$ cat src/core/gbcd_defines.svh
// Contract
// - Bytes taken while ATN is low are commands or addresses, never data.
// - Bytes taken while ATN is high go to the message parser as data.
// - Service request stays asserted from the need until service is handled; the code also drops it on a device clear.
// - Remote enable moves the device to remote; panel lock may follow it.
// - EOI marks the last byte of a transfer, whatever its length.
// - Interface clear forces talker idle and listener idle.
// - Local lockout disables the local key and all panel controls.
// - Universal commands act whether or not the device is addressed.
// - Device clear returns the device to its power-up defaults.
// - Serial poll enable enters serial poll mode.
// - Serial poll disable leaves serial poll mode.
// - Addressed commands act only on a device already listen-addressed; with GET_UNADDR_I set, GET acts unaddressed too.
// - Selective device clear acts like device clear, only when listen-addressed.
// - Go to local leaves remote when listen-addressed; may release lockout.
// - Group execute trigger starts the trigger action, optionally unaddressed.
// - Own primary address ORed with 20h makes the device a listener.
// - Own primary address ORed with 40h makes the device a talker.
// - Secondary command group bytes never change the addressed state.
// - Unlisten returns a listener to listener idle.
// - Untalk returns a talker to talker idle.
// - Addressed command codes are 01h, 04h and 08h with ATN low.
// - Universal and unaddress codes are 11h, 14h, 18h, 19h, 3Fh and 5Fh.
// - The primary address is configurable from 0 to 30.
// - Every bus line is low-true: low means asserted or logic one.
`ifndef GBCD_DEFINES_SVH
`define GBCD_DEFINES_SVH

`define GBCD_CODE_GTL   8'h01
`define GBCD_CODE_SDC   8'h04
`define GBCD_CODE_GET   8'h08
`define GBCD_CODE_LLO   8'h11
`define GBCD_CODE_DCL   8'h14
`define GBCD_CODE_SPE   8'h18
`define GBCD_CODE_SPD   8'h19
`define GBCD_CODE_UNL   8'h3F
`define GBCD_CODE_UNT   8'h5F
`define GBCD_LAG_BASE   8'h20
`define GBCD_TAG_BASE   8'h40
`define GBCD_SCG_BASE   8'h60
`define GBCD_GROUP_MASK 8'h60
`define GBCD_ADDR_MASK  8'h1F
`define GBCD_BYTE_MASK  8'h7F
`define GBCD_RST_BYTE   8'h00

`endif

$ cat src/core/gbcd_pkg.sv
package gbcd_pkg;

  typedef enum {
    CMD_NONE,
    CMD_GTL,
    CMD_SDC,
    CMD_GET,
    CMD_LLO,
    CMD_DCL,
    CMD_SPE,
    CMD_SPD,
    CMD_UNL,
    CMD_UNT,
    CMD_MLA,
    CMD_MTA,
    CMD_OTA,
    CMD_SCG
  } gbcd_cmd_e;

  typedef logic [7:0] gbcd_byte_t;
  typedef logic [4:0] gbcd_addr_t;

endpackage : gbcd_pkg

$ cat src/core/gbcd_cmd_if.sv
`timescale 1ns/10ps
interface gbcd_cmd_if;
  import gbcd_pkg::*;
  gbcd_byte_t cmd_byte;
  gbcd_addr_t own_addr;
  gbcd_cmd_e  cmd;
  modport dec  (input cmd_byte, input own_addr, output cmd);
  modport user (output cmd_byte, output own_addr, input cmd);
endinterface : gbcd_cmd_if

$ cat src/core/gbcd_decode.sv
`timescale 1ns/10ps
`include "gbcd_defines.svh"
module gbcd_decode
  import gbcd_pkg::*;
(
  gbcd_cmd_if.dec bus
);

  // Builds the listen or talk byte of a primary address.
  function automatic gbcd_byte_t addr_byte(input gbcd_byte_t base, input gbcd_addr_t pa);
    addr_byte = base | {3'h0, pa};
  endfunction : addr_byte

  gbcd_byte_t b;

  // Bit 7 is not part of a command, so it is masked before any compare.
  always_comb begin
    b = bus.cmd_byte & `GBCD_BYTE_MASK;
    // Unaddress codes are tested first so that address 31 never claims them.
    case (b)
      `GBCD_CODE_GTL: bus.cmd = CMD_GTL;
      `GBCD_CODE_SDC: bus.cmd = CMD_SDC;
      `GBCD_CODE_GET: bus.cmd = CMD_GET;
      `GBCD_CODE_LLO: bus.cmd = CMD_LLO;
      `GBCD_CODE_DCL: bus.cmd = CMD_DCL;
      `GBCD_CODE_SPE: bus.cmd = CMD_SPE;
      `GBCD_CODE_SPD: bus.cmd = CMD_SPD;
      `GBCD_CODE_UNL: bus.cmd = CMD_UNL;
      `GBCD_CODE_UNT: bus.cmd = CMD_UNT;
      default: begin
        if (b == addr_byte(`GBCD_LAG_BASE, bus.own_addr)) begin
          bus.cmd = CMD_MLA;
        end else if (b == addr_byte(`GBCD_TAG_BASE, bus.own_addr)) begin
          bus.cmd = CMD_MTA;
        end else if ((b & `GBCD_GROUP_MASK) == `GBCD_TAG_BASE) begin
          bus.cmd = CMD_OTA;
        end else if ((b & `GBCD_GROUP_MASK) == `GBCD_SCG_BASE) begin
          bus.cmd = CMD_SCG;
        end else begin
          bus.cmd = CMD_NONE;
        end
      end
    endcase
  end

endmodule : gbcd_decode

$ cat src/core/gbcd_top.sv
`timescale 1ns/10ps
`include "gbcd_defines.svh"
module gbcd_top
  import gbcd_pkg::*;
#(
  parameter int DATA_W = 8
)(
  input  wire logic              SYS_CLK_I,
  input  wire logic              SYS_RST_I,
  input  wire logic              CE_I,
  input  wire logic              ATN_N_I,
  input  wire logic              IFC_N_I,
  input  wire logic              REN_N_I,
  input  wire logic              EOI_N_I,
  input  wire logic [DATA_W-1:0] DIO_N_I,
  input  wire logic              BYTE_STB_I,
  input  wire logic [4:0]        PRIMARY_ADDR_I,
  input  wire logic              LOCK_ON_REMOTE_I,
  input  wire logic              GTL_UNLOCK_I,
  input  wire logic              GET_UNADDR_I,
  input  wire logic              LOCAL_KEY_I,
  input  wire logic              SVC_REQ_I,
  input  wire logic              SVC_DONE_I,
  input  wire logic              TX_LAST_I,
  output logic                   SRQ_N_O,
  output logic                   SRQ_OE_O,
  output logic                   EOI_N_O,
  output logic                   EOI_OE_O,
  output logic                   LISTEN_O,
  output logic                   TALK_O,
  output logic                   REMOTE_O,
  output logic                   LOCKOUT_O,
  output logic                   PANEL_LOCK_O,
  output logic                   SPOLL_O,
  output logic                   DEV_CLEAR_O,
  output logic                   TRIGGER_O,
  output logic [DATA_W-1:0]      DATA_O,
  output logic                   DATA_VLD_O,
  output logic                   DATA_END_O
);

  // ****************************************************************
  // Parameter check
  // ****************************************************************
  // Command compares are eight bits wide; other widths cannot be decoded.
  if (DATA_W != 8) begin : g_bad_width
    $error("gbcd_top supports only DATA_W of 8");
  end

  // ****************************************************************
  // Bus line levels and command decode
  // ****************************************************************
  logic atn;
  logic ifc;
  logic ren;
  logic eoi;
  logic take;
  logic cmd_take;
  logic dat_take;
  gbcd_cmd_if cif ();

  assign atn      = ~ATN_N_I;
  assign ifc      = ~IFC_N_I;
  assign ren      = ~REN_N_I;
  assign eoi      = ~EOI_N_I;
  assign take     = BYTE_STB_I & CE_I;
  assign cmd_take = take & atn;
  assign dat_take = take & ~atn;
  assign cif.cmd_byte = ~DIO_N_I;
  assign cif.own_addr = PRIMARY_ADDR_I;

  gbcd_decode u_decode (
    .bus (cif.dec)
  );

  function automatic logic is_cmd(input gbcd_cmd_e c);
    is_cmd = cmd_take && (cif.cmd == c);
  endfunction : is_cmd

  // ****************************************************************
  // Interface state: addressing, serial poll, remote and lockout
  // ****************************************************************
  logic listen;
  logic talk;
  logic spoll;
  logic remote;
  logic lockout;
  logic panel;
  logic ren_q;
  logic next_listen;
  logic next_talk;
  logic next_spoll;
  logic next_remote;
  logic next_lockout;
  logic next_panel;
  logic gtl_hit;

  always_comb begin
    next_listen  = listen;
    next_talk    = talk;
    next_spoll   = spoll;
    next_remote  = remote;
    next_lockout = lockout;
    // Addressed commands see the listen state held before this byte.
    gtl_hit      = is_cmd(CMD_GTL) && listen;
    if (ifc) begin
      next_listen = 1'b0;
      next_talk   = 1'b0;
      next_spoll  = 1'b0;
    end else if (cmd_take) begin
      case (cif.cmd)
        CMD_MLA: next_listen = 1'b1;
        CMD_UNL: next_listen = 1'b0;
        CMD_MTA: next_talk   = 1'b1;
        CMD_OTA: next_talk   = 1'b0;
        CMD_UNT: next_talk   = 1'b0;
        CMD_SPE: next_spoll  = 1'b1;
        CMD_SPD: next_spoll  = 1'b0;
        default: next_listen = listen;
      endcase
    end
    if (!ren) begin
      next_remote  = 1'b0;
      next_lockout = 1'b0;
    end else begin
      if (gtl_hit) begin
        next_remote = 1'b0;
      end else if (!ren_q || is_cmd(CMD_MLA)) begin
        next_remote = 1'b1;
      end else if (LOCAL_KEY_I && CE_I && !lockout) begin
        next_remote = 1'b0;
      end
      if (is_cmd(CMD_LLO)) begin
        next_lockout = 1'b1;
      end else if (gtl_hit && GTL_UNLOCK_I) begin
        next_lockout = 1'b0;
      end
    end
    next_panel = next_lockout || (next_remote && LOCK_ON_REMOTE_I);
  end

  always_ff @(posedge SYS_CLK_I or posedge SYS_RST_I) begin
    if (SYS_RST_I) begin
      listen  <= 1'b0;
      talk    <= 1'b0;
      spoll   <= 1'b0;
      remote  <= 1'b0;
      lockout <= 1'b0;
      panel   <= 1'b0;
      ren_q   <= 1'b0;
    end else if (CE_I) begin
      listen  <= next_listen;
      talk    <= next_talk;
      spoll   <= next_spoll;
      remote  <= next_remote;
      lockout <= next_lockout;
      panel   <= next_panel;
      ren_q   <= ren;
    end
  end

  // ****************************************************************
  // Actions, service request and data path
  // ****************************************************************
  // While CE_I is low the action and data strobes hold their value too,
  // so the consumer must qualify them with the same enable.
  logic              clr;
  logic              trig;
  logic              srq;
  logic              eoi_drv;
  logic              dvld;
  logic              dend;
  gbcd_byte_t        dbyte;
  logic              next_clr;
  logic              next_trig;
  logic              next_srq;
  logic              next_eoi_drv;
  logic              next_dvld;
  logic              next_dend;
  gbcd_byte_t        next_dbyte;

  always_comb begin
    next_clr     = is_cmd(CMD_DCL) || (is_cmd(CMD_SDC) && listen);
    next_trig    = is_cmd(CMD_GET) && (listen || GET_UNADDR_I);
    // A new request wins over a clear or a done in the same cycle.
    next_srq     = (srq && !SVC_DONE_I && !next_clr) || SVC_REQ_I;
    next_eoi_drv = talk && !atn && TX_LAST_I;
    next_dvld    = dat_take && listen;
    next_dend    = dat_take && listen && eoi;
    next_dbyte   = next_dvld ? cif.cmd_byte : dbyte;
  end

  always_ff @(posedge SYS_CLK_I or posedge SYS_RST_I) begin
    if (SYS_RST_I) begin
      clr     <= 1'b0;
      trig    <= 1'b0;
      srq     <= 1'b0;
      eoi_drv <= 1'b0;
      dvld    <= 1'b0;
      dend    <= 1'b0;
      dbyte   <= `GBCD_RST_BYTE;
    end else if (CE_I) begin
      clr     <= next_clr;
      trig    <= next_trig;
      srq     <= next_srq;
      eoi_drv <= next_eoi_drv;
      dvld    <= next_dvld;
      dend    <= next_dend;
      dbyte   <= next_dbyte;
    end
  end

  // ****************************************************************
  // Outputs
  // ****************************************************************
  // Open-drain lines: the level is always low and only the enable moves.
  assign SRQ_N_O      = 1'b0;
  assign SRQ_OE_O     = srq;
  assign EOI_N_O      = 1'b0;
  assign EOI_OE_O     = eoi_drv;
  assign LISTEN_O     = listen;
  assign TALK_O       = talk;
  assign REMOTE_O     = remote;
  assign LOCKOUT_O    = lockout;
  assign PANEL_LOCK_O = panel;
  assign SPOLL_O      = spoll;
  assign DEV_CLEAR_O  = clr;
  assign TRIGGER_O    = trig;
  assign DATA_O       = dbyte;
  assign DATA_VLD_O   = dvld;
  assign DATA_END_O   = dend;
endmodule : gbcd_top

$ cat config.mk
export PLATFORM = sky130hd
export DESIGN_NAME = gbcd_top
export DESIGN_NICKNAME = d
export VERILOG_FILES = /design/src/core/gbcd_pkg.sv /design/src/core/gbcd_cmd_if.sv /design/src/core/gbcd_decode.sv /design/src/core/gbcd_top.sv
export VERILOG_INCLUDE_DIRS = /design/src /design/src/core
export SDC_FILE = /design/constraint.sdc
export NUM_CORES = 1
export LEC_CHECK = 0
export BUFFER_PORTS_ARGS = -buffer_cell sky130_fd_sc_hd__clkbuf_2
export CORE_AREA = 2 2 62 64
export DETAILED_ROUTE_END_ITERATION = 10
export DIE_AREA = 0 0 64 66
export HOLD_SLACK_MARGIN = 0.06
export MAX_ROUTING_LAYER = met4
export PLACE_DENSITY = 0.75
export RECOVER_POWER = 50
export SLEW_MARGIN = 30
export SYNTH_ARGS = -nofsm -noshare
export SYNTH_HDL_FRONTEND = slang
export SYNTH_HIERARCHICAL = 1
export SYNTH_SLANG_ARGS = --single-unit
$ cat constraint.sdc
create_clock -name SYS_CLK_I -period 2 [get_ports SYS_CLK_I]
set_input_delay 0.4 -clock SYS_CLK_I [delete_from_list [all_inputs] [get_ports SYS_CLK_I]]
set_output_delay 0.4 -clock SYS_CLK_I [all_outputs]
set_load 0.1 [all_outputs]
[After elaboration in Yosys (flattened, before gate mapping)]
Index checks and enable logic that the tools add are counted.
Operators by class
  equal/unequal tests: 30
  muxes and demuxes: 21
  bitwise operators: 7
  reduce and logical (&&, ||, !) cells: 33
Operators by type and width (count)
  $pmux 32 s9: 1
  $eq 32x4->1 const B: 7
  $eq 32x3->1 const B: 4
  $mux 32: 3
  $eq 32x2->1 const B: 1
  $eq 32x5->1 const B: 1
  $eq 7x5->1 const B: 4
  $logic_and 1x1->1: 19
  $mux 1: 13
  $reduce_and 3->1: 3
  $not 8->8: 1
  $eq 7x1->1 const B: 1
  $eq 7x3->1 const B: 1
  $eq 7x4->1 const B: 1
  $eq 7x6->1: 1
  $eq 7x6->1 const B: 1
  $eq 7x7->1: 1
  $eq 7x7->1 const B: 1
  $ne 3x1->1 const B: 2
  $pmux 1 s2: 3
  $logic_or 1x1->1: 5
  $eq 2x2->1 const B: 2
  $logic_not 1->1: 4
  $mux 4: 1
  6 further kinds: 10
Word-level totals
  register bits: 21
  input port bits: 28
  output and inout bits: 22
  word-level logic and storage cells: 105

[Depth between registers and ports, before layout]
  word-level depth: 15
  depth in mapped cells: 11

[Hierarchy]
Netlist, hierarchy kept.
Modules (own cells, without submodules)
  gbcd_top: instances 1, cells an instance 127, area each 1184.9 µm²
  gbcd_decode: instances 1, cells an instance 70, area each 528.0 µm²

[Worst setup path before layout]
OpenSTA, ideal clock, no wires.
  path kind: input port to flip-flop
  start: in DIO_N_I[3]
  end: reg lockout, in the netlist LOCKOUT_O
  setup time: 0.123 ns
  arrival: 2.117 ns
  data required time: 1.877 ns
  slack: -0.240 ns
  cell stages on the path: 11
  buffers on the path: 1
  cell sequence: inv_1 > buf_6 > nor3b_1 > a21oi_1 > o32a_2 > o2bb2ai_1 > and4bb_2 > nand4bb_1 > nor3_1 > o21ai_0 > a22o_2
Between the ends
  word-level cells in the longest chain between the ends: 12
  elaborated cells on any way between the ends: 24
  classes of those cells: eq/ne: 13; mux: 6; bitwise: 1; reduce/logical: 4
Ends and longest elaborated chain
  start: declaration: line gbcd_top.sv:15  | input wire logic [DATA_W-1:0] DIO_N_I,
  $not 8->8 *: line gbcd_top.sv:69  | assign cif.cmd_byte = ~DIO_N_I;
  $eq 7x7->1: line gbcd_decode.sv:33  | end else if (b == addr_byte(`GBCD_TAG_BASE, bus.own_addr)) begin
  $mux 32: line gbcd_decode.sv:33
  $mux 32: line gbcd_decode.sv:31  | if (b == addr_byte(`GBCD_LAG_BASE, bus.own_addr)) begin
  $pmux 32 s9 *: line gbcd_decode.sv:20  | case (b)
  named net cif.cmd[0]: line gbcd_cmd_if.sv:6  | gbcd_cmd_e cmd;
  $eq 32x2->1: line gbcd_top.sv:77  | is_cmd = cmd_take && (cif.cmd == c);
  $logic_and 1x1->1: line gbcd_top.sv:77
  $logic_and 1x1->1: line gbcd_top.sv:105  | gtl_hit = is_cmd(CMD_GTL) && listen;
  $logic_and 1x1->1: line gbcd_top.sv:135  | end else if (gtl_hit && GTL_UNLOCK_I) begin
  $mux 1: line gbcd_top.sv:135
  $mux 1 *: line gbcd_top.sv:133  | if (is_cmd(CMD_LLO)) begin
  $mux 1 *: line gbcd_top.sv:122  | if (!ren) begin
  end signal: assignment: line gbcd_top.sv:156  | lockout <= next_lockout;
  end: declaration: line gbcd_top.sv:87  | logic lockout;
The timed path passes the listed nets; every way through them passes the cells marked *.
A chain may end at the register's enable or synchronous reset.

[Worst setup path after layout]
  start: in DIO_N_I[4]
  end: reg listen, in the netlist LISTEN_O
Between the ends
  word-level cells in the longest chain between the ends: 9
  elaborated cells on any way between the ends: 22
  classes of those cells: eq/ne: 14; mux: 6; bitwise: 1; reduce/logical: 1
Ends and longest elaborated chain
  $not 8->8 *: line gbcd_top.sv:69
  named net cif.cmd_byte[4]: line gbcd_cmd_if.sv:4  | gbcd_byte_t cmd_byte;
  $eq 7x7->1: line gbcd_decode.sv:33
  $mux 32: line gbcd_decode.sv:33
  $mux 32: line gbcd_decode.sv:31
  $pmux 32 s9 *: line gbcd_decode.sv:20
  named net cif.cmd[0]: line gbcd_cmd_if.sv:6
  $eq 32x4->1: line gbcd_top.sv:111  | case (cif.cmd)
  $pmux 1 s2: line gbcd_top.sv:111
  $mux 1: line gbcd_top.sv:110  | end else if (cmd_take) begin
  $mux 1: line gbcd_top.sv:106  | if (ifc) begin
  end signal: assignment: line gbcd_top.sv:152  | listen <= next_listen;
  end: declaration: line gbcd_top.sv:83  | logic listen;
The timed path passes the listed nets; every way through them passes the cells marked *. The select of a mux whose other input is x is not followed.

==> results.tsv <==
stage	metric	value	unit
run_status	run_status	finished, violations left	
run_status	violations	setup timing	
power	p_seq_share	44.4	%
power	pwr-share-clk	21.7	%
cts	cts_sinks	21	
drt	highest_layer	met4	
drt	remaining_drc_errors	0	
layout	multi_input_area	1060	µm²
sta	layout_worst_path_cycle_share	101	%
yosys	ys_warn_count	6	
critical_path	worstPathArrival	2.21	ns
sta	final.min_clock_period	2.02	ns
cts	cts_max_path_buffers	2	
sta	clock_skew	0.00301	ns
cts	cts_root_buffer	clkbuf_4	
grt	grt_overflow_total	0	
sta	setup_viol	1	
floorplanning	die_area	4220	µm²
drt	vias	1496	
critical_path	cp_max_fo	6	
drt	wl_met2	2.09	mm
drt	ant_nets	0	
cts	cts_buffers	3	
sta	worstMarginPinSlew	1.17	ns
cts	postCtsHoldBufs	0	
grt	first_global_vias	1426	
power	peakVddDrop	469	µV
cts	htreeDepth	1	
cts	tritoncts	done	
power	p_per_area	445	nW/µm²
run	cap_violations	0	
floorplanning	fp.dieH	66	µm
layout	areaGrowthSynthToFinish	29.5	%
sta	slew_headroom	21.8	%
sta	hold_viol	0	
sta	rsz0062_at_grt	yes	
drt	firstDrtPassIters	4	
floorplanning	core-area	3550	µm²
critical_path	critical_path_class	in -> reg	
critical_path	end_kind	register	
placed_design	io_buffers	47	
grt	grt_usage	18.2	%
drt	wl_met3	147	µm
sta	fmaxAchievable	496	MHz
placed_design	gp_congestion	0.860	
power	leakagePower	0.00108	µW
yosys	syn_avg_cell_area	8.72	µm²
critical_path	cp-start-kind	primary input	
cts	clkSlewWorstSetupHoldPaths	0.13	ns
drt	avgRoutedWirePerCell	12.6	µm
layout	diodes	0	
floorplanning	initial_core_util	48.1	%
drt	drt-initial-drc-count	38	
layout	nets	291	
power	comb_power_share	33.9	%
grt	grt_pass1_wl	6.02	mm
drt	drt-met1-wl	1.63	mm
layout	register_area	526	µm²
placed_design	hpwl	2.83	mm
critical_path	rrSetupSlack	0.54	ns
drt	routed_wl	3.90	mm
floorplanning	core.rowCount	22	
floorplanning	io_pins	50	
cts	clock_latency	0.31	ns
layout	final_core_util	62.3	%
layout	finalNonFillerCells	310	
grt	antenna_found_initial	0	
yosys	netlist_area	1710	µm²
grt	grt_max_degree	22	
min_path	min_path_type	in -> reg	
yosys	netlist_instances	196	
floorplanning	die_w	64	µm
power	sw_frac_of_total	35.3	%
sta	worst_slack	-0.0168	ns
drt	via_per_inst	4.83	
critical_path	required	2.19	ns
layout	drive_gt1_share	41.6	%
placed_design	dp.cells	302	
power	switching_power	347	µW
layout	fill_cells	314	
sta	slew_viol_final	0	
power	internal-power	638	µW
metal layers:
metal	track usage, %	up-vias
li1	-	758
met1	21.7	702
met2	32.3	32
met3	2.90	4
met4	4.08	0
met5	-	-
state kept, by name, summed over array words and instances, names as in the netlist:
register and cells:
DATA_O 8, DATA_END_O 1, DATA_VLD_O 1, DEV_CLEAR_O 1
EOI_OE_O 1, LISTEN_O 1, LOCKOUT_O 1, PANEL_LOCK_O 1
REMOTE_O 1, SPOLL_O 1, SRQ_OE_O 1, TALK_O 1
TRIGGER_O 1, ren_q 1
timing repair:
item / CTS / global route
endpoints found under the setup margin: 5 / 4
buffers inserted: 0 / 4
gates cloned: 0 / 0
resized for setup: 7 / 36
pin swaps: 1 / 12
cell usage in the layout (no fill, tap or decap), types with 2 or more instances in the layout:
| master | count |
|---|---|
| a21oi_1 | 6 |
| a22o_1 | 2 |
| buf_4 | 23 |
| buf_6 | 2 |
| buf_8 | 2 |
| clkbuf_2 | 43 |
| clkbuf_4 | 3 |
| conb_1 | 30 |
| dfrtp_1 | 21 |
| inv_1 | 13 |
| inv_4 | 2 |
| inv_8 | 2 |
| nand2_1 | 16 |
| nand3_1 | 2 |
| nand3b_1 | 2 |
| nand4_1 | 3 |
| nor2_1 | 6 |
| nor2b_1 | 2 |
| nor3_1 | 3 |
| nor4_1 | 3 |
| nor4_2 | 5 |
| nor4_4 | 2 |
| nor4b_1 | 2 |
| o211ai_1 | 3 |
| o21ai_0 | 17 |
| o21ai_1 | 4 |
| xnor2_1 | 4 |
| xnor2_4 | 4 |
final cells by class:
class	instances	share of cell area, %
clock buffers	3	1.02
multi-input cells	147	47.9
inverters	19	4.35
well taps	48	2.71
repair buffers	71	20.1
flip-flops and latches	21	23.7
clock inverters	1	0.226
worst max-delay path, cell delays in order:
cell and delay (ns):
clkbuf_2 0.12, inv_4 0.05, buf_4 0.14, xnor2_1 0.12, a21oi_1 0.19, o32a_2 0.21
o2bb2ai_4 0.07, buf_4 0.16, nor2_4 0.13, nand2_1 0.06, o31a_2 0.28, o21ai_0 0.16
o21ai_0 0.13
power by group through the flow:
stage / sequential [µW] / combinational, µW / clock, µW
3_5_place_dp: 445 / 276 / 0
4_1_cts: 437 / 280 / 220
5_1_grt: 438 / 359 / 245
2_1_floorplan: 492 / 193 / 0
6_report: 437 / 334 / 214
3_3_place_gp: 445 / 274 / 0
through the flow:
stage,instance area (µm²),setup slack [ns],power (µW),setup TNS [ns],hold slack (ns)
after global placement,1990,-0.338,719,-2.13,0.426
after floorplan,1830,-0.189,685,-0.218,0.377
after detailed placement,1990,-0.393,721,-2.47,0.431
after global routing,2210,-0.101,1040,-0.299,0.242
final,2210,-0.0168,985,-0.0168,0.263
after CTS,2030,0.00968,938,0,0.0842
worst paths after layout:
kind | startpoint | to | depth (start not counted)
setup / recovery | DIO_N_I[4] | LISTEN_O | 13
hold reg to reg | DATA_O[7] | DATA_O[7] | 2
hold / removal | EOI_N_I | DATA_END_O | 2
min in group asynchronous | SYS_RST_I | DEV_CLEAR_O | 3
max in group asynchronous | SYS_RST_I | DATA_O[6] | 3
setup reg to reg | LISTEN_O | DATA_O[3] | 2
Note: power is estimated with default switching activity, not from simulation.
